==> src/hw/tag_cfg.svh <==
// Register indexes, field positions, key and reset values of the trace access gate.
`ifndef TAG_CFG_SVH
`define TAG_CFG_SVH
// ==========================================================================
// Register index map
`define TAG_IDX_W            10
`define TAG_IDX_MAIN_CTRL    10'h000
`define TAG_IDX_OS_LOCK_ACC  10'h0c0
`define TAG_IDX_OS_LOCK_STAT 10'h0c1
`define TAG_IDX_OS_SAVE_REST 10'h0c2
`define TAG_IDX_PD_STAT      10'h0c5
`define TAG_IDX_RSVD_TRACE   10'h100
`define TAG_IDX_MGMT_BASE    10'h3c0
`define TAG_IDX_SW_LOCK_ACC  10'h3ec
`define TAG_IDX_SW_LOCK_STAT 10'h3ed
`define TAG_IDX_AUTH_STAT    10'h3ee
`define TAG_IDX_DEV_ID       10'h3f2
// ==========================================================================
// Fields, key and reset values
`define TAG_LOCK_KEY         32'hc5acce55
`define TAG_PD_BIT           0
`define TAG_LOCK_IMPL_BIT    0
`define TAG_LOCK_SET_BIT     1
`define TAG_PDSR_PWR_BIT     0
`define TAG_UNK_VALUE        32'h0000_0000
`define TAG_SW_LOCK_RST      1'b1
`define TAG_OS_LOCK_RST      1'b0
`define TAG_PD_RST           1'b1
`endif

==> src/hw/tag_pkg.sv <==
// Types shared by the trace access gate modules.
package tag_pkg;
    // Source of a register access.
    typedef enum logic [1:0] {
        TAG_SRC_DBG_MM  = 2'h0,
        TAG_SRC_DBG_JTG = 2'h1,
        TAG_SRC_PROC_MM = 2'h2,
        TAG_SRC_COPROC  = 2'h3
    } tag_src_e;
    // Register class of an index.
    typedef enum logic [3:0] {
        TAG_CL_TRACE = 4'h0, TAG_CL_LOCK_STAT = 4'h1, TAG_CL_LOCK_ACC = 4'h2,
        TAG_CL_PD_STAT = 4'h3, TAG_CL_OSL_STAT = 4'h4, TAG_CL_OSL_ACC = 4'h5,
        TAG_CL_OS_SR = 4'h6, TAG_CL_ID = 4'h7, TAG_CL_MGMT = 4'h8,
        TAG_CL_RSVD_TRACE = 4'h9, TAG_CL_RSVD_MGMT = 4'ha
    } tag_class_e;
    // Response code returned with each access.
    typedef enum logic [2:0] {
        TAG_RSP_OK = 3'h0, TAG_RSP_ERROR = 3'h1, TAG_RSP_NOT_POSSIBLE_RESPONSE = 3'h2,
        TAG_RSP_WI = 3'h3, TAG_RSP_UNP = 3'h4, TAG_RSP_UNK_SBZP = 3'h5
    } tag_rsp_e;
    // Macrocell state seen by one access, one-hot.
    typedef enum logic [2:0] {
        TAG_ST_NO_POWER  = 3'b001,
        TAG_ST_NON_PRIV  = 3'b010,
        TAG_ST_OTHERWISE = 3'b100
    } tag_pstate_e;
endpackage : tag_pkg

==> src/hw/tag_class_decode.sv <==
// Maps a register index onto its register class.
`timescale 1ns/10ps
`include "tag_cfg.svh"
module tag_class_decode (
    // Index in
    input  wire logic [`TAG_IDX_W-1:0] idx,
    // Class out
    output tag_pkg::tag_class_e        reg_class
);
    import tag_pkg::*;

    // ==========================================================================
    // Decode
    // Named management registers win over the range decode below them.
    always_comb begin
        case (idx)
            `TAG_IDX_OS_LOCK_ACC:  reg_class = TAG_CL_OSL_ACC;
            `TAG_IDX_OS_LOCK_STAT: reg_class = TAG_CL_OSL_STAT;
            `TAG_IDX_OS_SAVE_REST: reg_class = TAG_CL_OS_SR;
            `TAG_IDX_PD_STAT:      reg_class = TAG_CL_PD_STAT;
            `TAG_IDX_SW_LOCK_ACC:  reg_class = TAG_CL_LOCK_ACC;
            `TAG_IDX_SW_LOCK_STAT: reg_class = TAG_CL_LOCK_STAT;
            `TAG_IDX_AUTH_STAT:    reg_class = TAG_CL_ID;
            `TAG_IDX_DEV_ID:       reg_class = TAG_CL_ID;
            default: begin
                if (idx < `TAG_IDX_OS_LOCK_ACC) begin
                    reg_class = TAG_CL_TRACE;
                end else if (idx < `TAG_IDX_RSVD_TRACE) begin
                    reg_class = TAG_CL_RSVD_MGMT;
                end else if (idx < `TAG_IDX_MGMT_BASE) begin
                    reg_class = TAG_CL_RSVD_TRACE;
                end else begin
                    reg_class = TAG_CL_MGMT;
                end
            end
        endcase
    end
endmodule : tag_class_decode

==> src/hw/tag_gate.sv <==
// Access-permission gate in front of the trace macrocell register file.
`timescale 1ns/10ps
`include "tag_cfg.svh"
// Contract
// - Error response drops write data and returns an unknown read value.
// - Memory-mapped error is a bus error; coprocessor error is undefined instruction.
// - Permitted access completes; read-only writes dropped, write-only reads zero.
// - Write-ignored drops the write and reads the current register value.
// - Memory-mapped processor port comes with a software lock via lock access.
// - Debugger and processor memory-mapped accesses are told apart.
// - JTAG blocks management, lock access, save/restore; trace blocked when core down.
// - Software debug enable low makes every processor memory-mapped access an error.
// - Software debug enable never affects debugger or coprocessor accesses.
// - Unpowered when powered down, or for processor memory-mapped when enable is low.
// - Non-privileged state needs power, user mode and trace access disabled.
// - With no defined state, the default permissions of each class apply.
// - Debugger table: error unpowered, otherwise per-class single-power responses.
// - Memory-mapped accesses return error while unpowered.
// - Coprocessor: not-possible unpowered, error non-privileged, else per-class.
// - Not-possible means the access cannot complete; system decides what follows.
// - Power-down bit set drops trace writes except the main control register.
// - Power-down control is bit 0 of the main control register.
// - Software lock set makes processor memory-mapped writes ignored, except writes to lock access.
// - Lock access is invisible to debugger and coprocessor; their writes drop.
// - Key to OS lock access sets OS lock; debugger trace accesses then error.
module tag_gate #(
    parameter int DW = 32
) (
    // Clock and reset
    input  wire logic                  clk,
    input  wire logic                  rst,
    // Access request, one per cycle
    input  wire logic                  req_valid,
    input  tag_pkg::tag_src_e          req_src,
    input  wire logic                  req_write,
    input  wire logic [`TAG_IDX_W-1:0] req_idx,
    input  wire logic [DW-1:0]         req_wdata,
    // Response, one cycle after the request
    output logic                       rsp_valid,
    output tag_pkg::tag_rsp_e          rsp_code,
    output logic [DW-1:0]              rsp_rdata,
    output logic                       rsp_bus_error,
    output logic                       rsp_undef_instr,
    // Register file side
    output logic [`TAG_IDX_W-1:0]      rf_rd_idx,
    input  wire logic [DW-1:0]         rf_rd_data,
    output logic                       rf_wr_en,
    output logic [`TAG_IDX_W-1:0]      rf_wr_idx,
    output logic [DW-1:0]              rf_wr_data,
    // System status, asynchronous pins
    input  wire logic                  macrocell_powered,
    input  wire logic                  core_powered,
    input  wire logic                  software_debug_enable,
    // Processor status, same clock
    input  wire logic                  proc_privileged,
    input  wire logic                  coproc_trace_disabled,
    // Lock and power-down state
    output logic                       sw_lock_set,
    output logic                       os_lock_set,
    output logic                       powerdown_control_bit
);
    import tag_pkg::*;

    typedef struct packed {
        logic [2:0]            sync1;
        logic [2:0]            sync2;
        logic                  sw_lock;
        logic                  os_lock;
        logic                  pd;
        logic                  rsp_valid;
        tag_rsp_e              rsp_code;
        tag_src_e              rsp_src;
        logic [DW-1:0]         rsp_rdata;
        logic                  wr_en;
        logic [`TAG_IDX_W-1:0] wr_idx;
        logic [DW-1:0]         wr_data;
    } tag_state_s;

    tag_state_s  st_r;
    tag_state_s  st_nxt;
    tag_class_e  req_class;
    tag_pstate_e pstate;
    tag_rsp_e    code;
    logic        pwr_s;
    logic        core_s;
    logic        swen_s;
    logic        is_dbg;
    logic        is_mgmt;
    logic [DW-1:0] own_rd;
    logic        own_reg;

    tag_class_decode u_decode (
        .idx       (req_idx),
        .reg_class (req_class)
    );

    // ==========================================================================
    // Status inputs after the second synchroniser stage
    assign pwr_s  = st_r.sync2[0];
    assign core_s = st_r.sync2[1];
    assign swen_s = st_r.sync2[2];
    // The memory-mapped debugger and processor paths arrive tagged separately.
    assign is_dbg  = (req_src == TAG_SRC_DBG_MM) || (req_src == TAG_SRC_DBG_JTG);
    assign is_mgmt = (req_class != TAG_CL_TRACE) && (req_class != TAG_CL_RSVD_TRACE);
    assign rf_rd_idx = req_idx;

    // ==========================================================================
    // Macrocell state of the present access
    // The enable only gates the processor memory-mapped path, never the others.
    always_comb begin
        if (!pwr_s || (req_src == TAG_SRC_PROC_MM && !swen_s)) begin
            pstate = TAG_ST_NO_POWER;
        end else if (req_src == TAG_SRC_COPROC && !proc_privileged
                     && coproc_trace_disabled) begin
            pstate = TAG_ST_NON_PRIV;
        end else begin
            pstate = TAG_ST_OTHERWISE;
        end
    end

    // ==========================================================================
    // Response code from state, source and class
    always_comb begin
        code = TAG_RSP_OK;
        case (pstate)
            TAG_ST_NO_POWER: begin
                // A powered-down macrocell cannot complete the coprocessor access.
                code = (req_src == TAG_SRC_COPROC) ? TAG_RSP_NOT_POSSIBLE_RESPONSE : TAG_RSP_ERROR;
            end
            TAG_ST_NON_PRIV: begin
                code = TAG_RSP_ERROR;
            end
            TAG_ST_OTHERWISE: begin
                if (req_src == TAG_SRC_DBG_JTG && (is_mgmt
                        || (req_class == TAG_CL_TRACE && !core_s))) begin
                    code = TAG_RSP_ERROR;
                end else if (is_dbg && st_r.os_lock && req_class == TAG_CL_TRACE) begin
                    code = TAG_RSP_ERROR;
                end else begin
                    case (req_class)
                        TAG_CL_TRACE: begin
                            if (req_write && st_r.pd && req_idx != `TAG_IDX_MAIN_CTRL) begin
                                code = TAG_RSP_WI;
                            end else if (req_src == TAG_SRC_PROC_MM && st_r.sw_lock) begin
                                code = TAG_RSP_WI;
                            end
                        end
                        TAG_CL_LOCK_ACC: begin
                            if (req_src != TAG_SRC_PROC_MM) begin
                                code = TAG_RSP_WI;
                            end
                        end
                        TAG_CL_OSL_ACC, TAG_CL_MGMT: begin
                            if (req_src == TAG_SRC_PROC_MM && st_r.sw_lock) begin
                                code = TAG_RSP_WI;
                            end
                        end
                        TAG_CL_OS_SR: code = TAG_RSP_UNP;
                        TAG_CL_RSVD_TRACE, TAG_CL_RSVD_MGMT: code = TAG_RSP_UNK_SBZP;
                        default: code = TAG_RSP_OK;
                    endcase
                end
            end
            default: code = TAG_RSP_ERROR;
        endcase
    end

    // ==========================================================================
    // Read values of the registers the gate holds itself
    // Lock status reads zero off the processor port, where the lock never applies.
    always_comb begin
        own_rd  = '0;
        own_reg = 1'b1;
        case (req_class)
            TAG_CL_LOCK_STAT: begin
                if (req_src == TAG_SRC_PROC_MM) begin
                    own_rd[`TAG_LOCK_IMPL_BIT] = 1'b1;
                    own_rd[`TAG_LOCK_SET_BIT]  = st_r.sw_lock;
                end
            end
            TAG_CL_OSL_STAT: begin
                own_rd[`TAG_LOCK_IMPL_BIT] = 1'b1;
                own_rd[`TAG_LOCK_SET_BIT]  = st_r.os_lock;
            end
            TAG_CL_PD_STAT: own_rd[`TAG_PDSR_PWR_BIT] = core_s;
            TAG_CL_LOCK_ACC, TAG_CL_OSL_ACC: own_rd = '0;
            default: own_reg = 1'b0;
        endcase
    end

    // ==========================================================================
    // Next state: synchronisers, lock state, response and write forwarding
    always_comb begin
        st_nxt           = st_r;
        st_nxt.sync1     = {software_debug_enable, core_powered, macrocell_powered};
        st_nxt.sync2     = st_r.sync1;
        st_nxt.rsp_valid = req_valid;
        st_nxt.wr_en     = 1'b0;
        st_nxt.wr_idx    = req_idx;
        st_nxt.wr_data   = req_wdata;
        if (req_valid) begin
            st_nxt.rsp_code = code;
            st_nxt.rsp_src  = req_src;
            case (code)
                TAG_RSP_OK: begin
                    st_nxt.rsp_rdata = own_reg ? own_rd : rf_rd_data;
                    if (req_write) begin
                        case (req_class)
                            TAG_CL_LOCK_ACC: begin
                                st_nxt.sw_lock = (req_wdata != `TAG_LOCK_KEY);
                            end
                            TAG_CL_OSL_ACC: begin
                                st_nxt.os_lock = (req_wdata == `TAG_LOCK_KEY);
                            end
                            // Read-only and status classes drop the write.
                            TAG_CL_TRACE, TAG_CL_MGMT: begin
                                st_nxt.wr_en = 1'b1;
                                if (req_idx == `TAG_IDX_MAIN_CTRL) begin
                                    st_nxt.pd = req_wdata[`TAG_PD_BIT];
                                end
                            end
                            default: st_nxt.wr_en = 1'b0;
                        endcase
                    end
                end
                TAG_RSP_WI: begin
                    st_nxt.rsp_rdata = own_reg ? own_rd : rf_rd_data;
                end
                TAG_RSP_UNK_SBZP: begin
                    st_nxt.rsp_rdata = '0;
                end
                default: begin
                    // Error, not-possible and unpredictable never touch state.
                    st_nxt.rsp_rdata = DW'(`TAG_UNK_VALUE);
                end
            endcase
        end
    end

    // ==========================================================================
    // State register
    always_ff @(posedge clk) begin
        if (rst) begin
            st_r           <= '0;
            st_r.sw_lock   <= `TAG_SW_LOCK_RST;
            st_r.os_lock   <= `TAG_OS_LOCK_RST;
            st_r.pd        <= `TAG_PD_RST;
            st_r.rsp_code  <= TAG_RSP_OK;
            st_r.rsp_src   <= TAG_SRC_DBG_MM;
        end else begin
            st_r <= st_nxt;
        end
    end

    // ==========================================================================
    // Outputs
    assign rsp_valid       = st_r.rsp_valid;
    assign rsp_code        = st_r.rsp_code;
    assign rsp_rdata       = st_r.rsp_rdata;
    assign rsp_bus_error   = st_r.rsp_valid && st_r.rsp_code == TAG_RSP_ERROR
                             && st_r.rsp_src != TAG_SRC_COPROC;
    assign rsp_undef_instr = st_r.rsp_valid && st_r.rsp_code == TAG_RSP_ERROR
                             && st_r.rsp_src == TAG_SRC_COPROC;
    assign rf_wr_en        = st_r.wr_en;
    assign rf_wr_idx       = st_r.wr_idx;
    assign rf_wr_data      = st_r.wr_data;
    assign sw_lock_set     = st_r.sw_lock;
    assign os_lock_set     = st_r.os_lock;
    assign powerdown_control_bit = st_r.pd;
endmodule : tag_gate

==> config.mk <==
export PLATFORM = sky130hd
export DESIGN_NAME = tag_gate
export DESIGN_NICKNAME = d
export VERILOG_FILES = /design/src/hw/tag_pkg.sv /design/src/hw/tag_class_decode.sv /design/src/hw/tag_gate.sv
export VERILOG_INCLUDE_DIRS = /design/src /design/src/hw
export SDC_FILE = /design/constraint.sdc
export NUM_CORES = 1
export LEC_CHECK = 0
export BUFFER_PORTS_ARGS = -buffer_cell sky130_fd_sc_hd__buf_2
export CORE_ASPECT_RATIO = 1.4
export CORE_MARGIN = 2
export CORE_UTILIZATION = 34
export CTS_BUF_LIST = sky130_fd_sc_hd__clkbuf_8 sky130_fd_sc_hd__clkbuf_16
export CTS_CLUSTER_SIZE = 25
export DETAILED_ROUTE_END_ITERATION = 16
export SETUP_SLACK_MARGIN = 0.2
export SLEW_MARGIN = 20
export SYNTH_ARGS = -nofsm -noshare
export SYNTH_HDL_FRONTEND = slang
export SYNTH_HIERARCHICAL = 1
export SYNTH_SLANG_ARGS = --single-unit
==> constraint.sdc <==
create_clock -name clk -period 8.5 [get_ports clk]
set_input_delay 1.7 -clock clk [delete_from_list [all_inputs] [get_ports clk]]
set_output_delay 1.7 -clock clk [all_outputs]
set_load 0.05 [all_outputs]
---- Yosys cells after proc, flatten, opt, wreduce, memory -nomap -nowiden ----
Cells that the tools add are included.
storage, ports and cells
  logic and storage cells ................. 106
  bits in registers ....................... 90
  input bits .............................. 85
  output and inout bits ................... 94
cells by class
  reductions and logical operators ........ 37
  muxes and demuxes ....................... 21
  bitwise gates (word level) .............. 3
  equal/unequal tests ..................... 30
  magnitude comparators ................... 3
operators by type and width
  cell                    count
  $mux W32                2
  $eq A10 B10 Y1 const B  4
  $eq A10 B8 Y1 const B   4
  $eq A32 B32 Y1 const B  1
  $ne A32 B32 Y1 const B  1
  $pmux W4 S7             1
  $pmux W3 S5             1
  $logic_and A1 B1 Y1     14
  $eq A4 B3 Y1 const B    3
  $eq A4 B4 Y1 const B    3
  $mux W3                 4
  $logic_not A10 Y1       1
  $lt A10 B10 Y1 const B  1
  $lt A10 B8 Y1 const B   1
  $lt A10 B9 Y1 const B   1
  $mux W2                 5
  $reduce_bool A10 Y1     1
  $reduce_or A2 Y1        5
  $eq A4 B2 Y1 const B    2
  $mux W4                 2
  $reduce_and A4 Y1       2
  $eq A2 B2 Y1 const B    3
  $eq A3 B1 Y1 const B    2
  $pmux W3 S2             1
  19 further kinds        29

---- Longest topological paths before layout ----
  depth after elaboration ................. 14
  gate-level depth with buffers ........... 11
  gate-level depth less buffers ........... 9

---- Cells and area by module ----
The synthesis kept the hierarchy.
modules (own cells, without submodules)
  module            area each (um^2)  instances  sequential area each (um^2)  cells each
  tag_gate          3794.9            1          1801.7                       381
  tag_class_decode  183.9             1          0.0                          28

---- Worst setup path after synthesis ----
Ideal clock, no wire load.
  path type ............................... input to register
  start point ............................. in req_idx[2]
  end point ............................... reg st_r, in the netlist powerdown_control_bit
  setup time .............................. 120 ps
  slack ................................... 4347 ps
  required time ........................... 8380 ps
  data arrival time ....................... 4033 ps
  buffers on the path ..................... 1
  cell stages on the path ................. 10
  cell sequence ........................... and3b_2 > nand4_1 > a22oi_1 > o41ai_1 > buf_1 > xnor2_1 > o221ai_1 > o22a_1 > or4_4 > mux2i_1
between the ends
  elaborated cells on any way between the ends .. 43
  those cells by class .................... 3 x order compare; 15 x eq/ne; 9 x mux; 16 x reduce/logical
RTL lines
  element                                            line                              text
  start, declared                                    tag_gate.sv:36                    input wire logic [`TAG_IDX_W-1:0] req_idx,
  $lt A10 B9 Y1 (no source line)                     n/a
  $mux W4                                            tag_class_decode.sv:28            end else if (idx < `TAG_IDX_RSVD_TRACE) begin
  $mux W4                                            tag_class_decode.sv:26            if (idx < `TAG_IDX_OS_LOCK_ACC) begin
  $pmux W4 S7 (*)                                    tag_class_decode.sv:16            case (idx)
  named net req_class[1]                             tag_gate.sv:81                    tag_class_e req_class;
  $eq A4 B4 Y1 (tied with other cells)               tag_gate.sv:140                   case (req_class)
  $reduce_or A2 Y1 (tied with other cells)           tag_gate.sv:140
  $pmux W3 S5 or $logic_or A1 B1 Y1 (tied branches)  tag_gate.sv:140, tag_gate.sv:135
  $mux W3 or $logic_and A1 B1 Y1 (tied branches)     tag_gate.sv:137, tag_gate.sv:134
  $mux W3                                            tag_gate.sv:134                   if (req_src == TAG_SRC_DBG_JTG && (is_mgmt
  $pmux W3 S2                                        tag_gate.sv:125                   case (pstate)
  $logic_not A3 Y1                                   tag_gate.sv:204                   case (code)
  $reduce_and A5 Y1 (no source line) (*)             n/a
  end signal, assigned                               tag_gate.sv:251                   st_r <= st_nxt;
  end, declared                                      tag_gate.sv:79                    tag_state_s st_r;
The timed path passes the listed nets; every way through them passes the cells marked *.
A chain may end at the register's enable or synchronous reset.

---- Final worst setup path ----
  start point ............................. in req_idx[3]
  end point ............................... reg st_r, in the netlist rsp_rdata[11]
between the ends
  elaborated cells on any way between the ends .. 49
  those cells by class .................... 3 x order compare; 19 x eq/ne; 12 x mux; 15 x reduce/logical
RTL lines
  element                                            line
  $lt A10 B9 Y1 (no source line)                     n/a
  $mux W4                                            tag_class_decode.sv:28
  $mux W4                                            tag_class_decode.sv:26
  $pmux W4 S7 (*)                                    tag_class_decode.sv:16
  named net req_class[1]                             tag_gate.sv:81
  $eq A4 B4 Y1 (tied with other cells)               tag_gate.sv:140
  $reduce_or A2 Y1 (tied with other cells)           tag_gate.sv:140
  $pmux W3 S5 or $logic_or A1 B1 Y1 (tied branches)  tag_gate.sv:140, tag_gate.sv:135
  $mux W3 or $logic_and A1 B1 Y1 (tied branches)     tag_gate.sv:137, tag_gate.sv:134
  $mux W3                                            tag_gate.sv:134
  $pmux W3 S2                                        tag_gate.sv:125
  $eq A3 B2 Y1 or $logic_not A3 Y1 (tied branches)   tag_gate.sv:204
  $reduce_or A2 Y1 (no source line)                  n/a
  $mux W32 (*)                                       n/a
Marks and branches as above.

==> summary.txt <==
Status -> finished, final reports clean
Post-CTS Setup Bufs -> 0
Slew Limit Fails -> 0
Prevailing post-synth register cell -> dfxtp_1
Post-Layout Cell Count -> 647
Pwr dens -> 212 nW/um^2
First drt pass iteration count -> 4
CTS Buffer Depth -> 2
Vias per cell -> 4.74
Die ar. -> 12,600 um^2
Fmax -> 210 MHz
Number of CTS-inserted buffers -> 9
CP Data Arrival Time -> 5.02 ns
Synthesis-stage register bit count -> 90
Core area -> 11,400 um^2
Post-Syn Nets -> 494
CTS Root Buffer Type -> clkbuf_16
Nets@finish -> 583
Hold Worst Slack -> 0.435 ns
Worst slew margin -> 45.2%
Final GP Congestion -> 0.862
Crit start category -> input port
DR DRC count -> 0
Vias in the first global route -> 2,989
Post-synthesis cell count -> 409
Synth area leader -> dfxtp_1
Crit path kind -> in2reg
PortBufs -> 178
Distinct cells, synth -> 55
DRT iter0 DRCs -> 69
HPWL Detailed -> 7040 um
Clock latency on the worst-skew pair -> 0.33 ns
CP Data Required Time -> 8.77 ns
Tmin final -> 4.75 ns
Endpoints failing setup -> 0
HP Class -> reg2reg
Clock skew -> 0.00662 ns
CTS tree -> built
Cell row count -> 46
Routed wl met3 -> 508 um
Leak -> 2.22 nW
Largest net degree at the start of global routing -> 59
Die H -> 132 um
Post-synth EDFFs -> 0
RSZ-0062 raised after global routing -> no
Grt ovf -> 0
Peak supply drop -> 0.0819 mV
Vias -> 3,066
# IOs -> 179
Total power -> 0.995 mW
DR WL/cell -> 14.3 um
Synth top area share -> 45.3%
Setup TNS -> 0 ns
Horiz. Die Dim -> 95.4 um
# clock sinks -> 90
CTS HTree Levels -> 3
Hold-fix buffers, CTS -> 0
Met2 WL -> 4860 um
Initial antenna violation count -> 0
Met1 wire length -> 3600 um
Share of cells above drive strength 1 -> 41.0%
Final hold violation count -> 0
Top post-synthesis cells by area -> dfxtp_1 (45%), buf_4 (16%), nor2b_1 (8.2%), a22o_1 (7.0%), nand2_1 (1.4%)
Ys Warns -> 6
Initial Utilization -> 34.9%
First-pass GRT wire length -> 14,500 um
Area delta synth->final -> 18.1%
Asr flop ratio synth -> 0%
Max-cap violations -> 0
Fin crit share -> 55.9%
DR top layer -> met4
Worst slew pin tran -> 0.819 ns
Clock-pin slew on the worst setup and hold paths -> 0.07 ns
Cell area after synthesis -> 3980 um^2
Post-route ant nets -> 0
Sequential-to-total area share from yosys stat -> 45.3%
Crit path max fanout -> 17
CP endpoint kind -> flip-flop
Final wirelength -> 9280 um
Average size of a mapped cell -> 9.73 um^2
Ant. Diodes -> 0
Total Routing Usage GR -> 14.5%
Post_cts resized -> 0
Placed Cells -> 631
## logic make-up (layout without fill, tap and decap cells)
group | Yosys count | after routing | synth area share, %
mux | 6 | 6 | 1.54
compound gates | 67 | 67 | 13.6
xor+xnor | 3 | 3 | 0.660
flops | 90 | 90 | 45.3
simple gates | 134 | 134 | 20.0
buf+inv | 109 | 203 | 18.9
## sequential cells by signal, indices dropped and copies added, names as in the netlist
name and flops:
rf_wr_data 32, powerdown_control_bit 1, rf_wr_en 1, os_lock_set 1
rsp_valid 1, st_nxt 3, sw_lock_set 1, st_r 3
rsp_rdata 32, rsp_code 3, rf_wr_idx 10, pwr_s 1
core_s 1
## placed cells by master, fill, tap and decap left out, drive strengths merged, types with 4 or more instances in the layout
master,synthesis,layout
clkbuf,10,9
nand2,15,15
o21ai,5,5
dfxtp,90,90
inv,4,6
a21oi,6,6
mux2i,5,5
nor2b,52,52
nor3,8,8
nand3b,4,4
buf,95,183
nand2b,7,7
nand4,4,4
nor2,15,15
o22ai,4,4
a22o,32,32
nand3,4,4
nor4,6,6
## routing by layer
| layer | vias to the layer above | global-route usage, % |
|---|---|---|
| met1 | 1422 | 15.5 |
| li1 | 1511 | - |
| met2 | 109 | 26.1 |
| met3 | 24 | 3.09 |
| met4 | 0 | 7.38 |
| met5 | - | 0 |
## final cells by class
type,count,area [um^2]
clock buffer,9,225
clock inverter,7,93.8
fill,1121,6700
inverter,4,15.0
multi-input combinational,210,1450
sequential,90,1800
tap,144,180
timing repair buffer,183,932
## worst paths after layout
check,from,to,slack [ns],depth (start not counted)
hold reg to reg,st_nxt[86],st_r[86],0.44,1
setup reg to reg,pwr_s,rsp_rdata[11],6.24,6
setup / recovery,req_idx[3],rsp_rdata[11],3.75,12
hold / removal,st_nxt[86],st_r[86],0.44,1
## through the flow
stage	area [um^2]	worst slack [ns]	util, %
2_1_floorplan	3980	4.35	-
3_3_place_gp	4360	3.42	38.3
3_5_place_dp	4380	3.37	38.4
4_1_cts	4700	3.75	41.2
5_1_grt	4700	3.58	41.2
6_report	4700	3.75	41.2
## Yosys cell counts, drive strengths merged (5+ instances only)
library cell	number
nand2	15
a21oi	6
mux2i	5
nor4	6
clkbuf	10
nor2b	52
nor3	8
buf	95
nand2b	7
a22o	32
nor2	15
dfxtp	90
o21ai	5
## where the power goes
part / internal (mW) / switching, mW / total (mW)
Combinational: 0.0412 / 0.0937 / 0.135
Clock: 0.258 / 0.163 / 0.421
Sequential: 0.435 / 0.00378 / 0.439
## critical path, stage by stage
cell and delay (ns):
buf_2 0.13, nor3_1 0.40, nand4b_1 0.21, a22oi_1 0.28
o41ai_2 0.09, buf_4 0.18, o21a_1 0.19, a2111o_1 0.39
o22a_1 0.31, a211oi_4 0.73, buf_6 0.26, a22o_1 0.14
No activity file was read; power rests on OpenSTA's default activity.
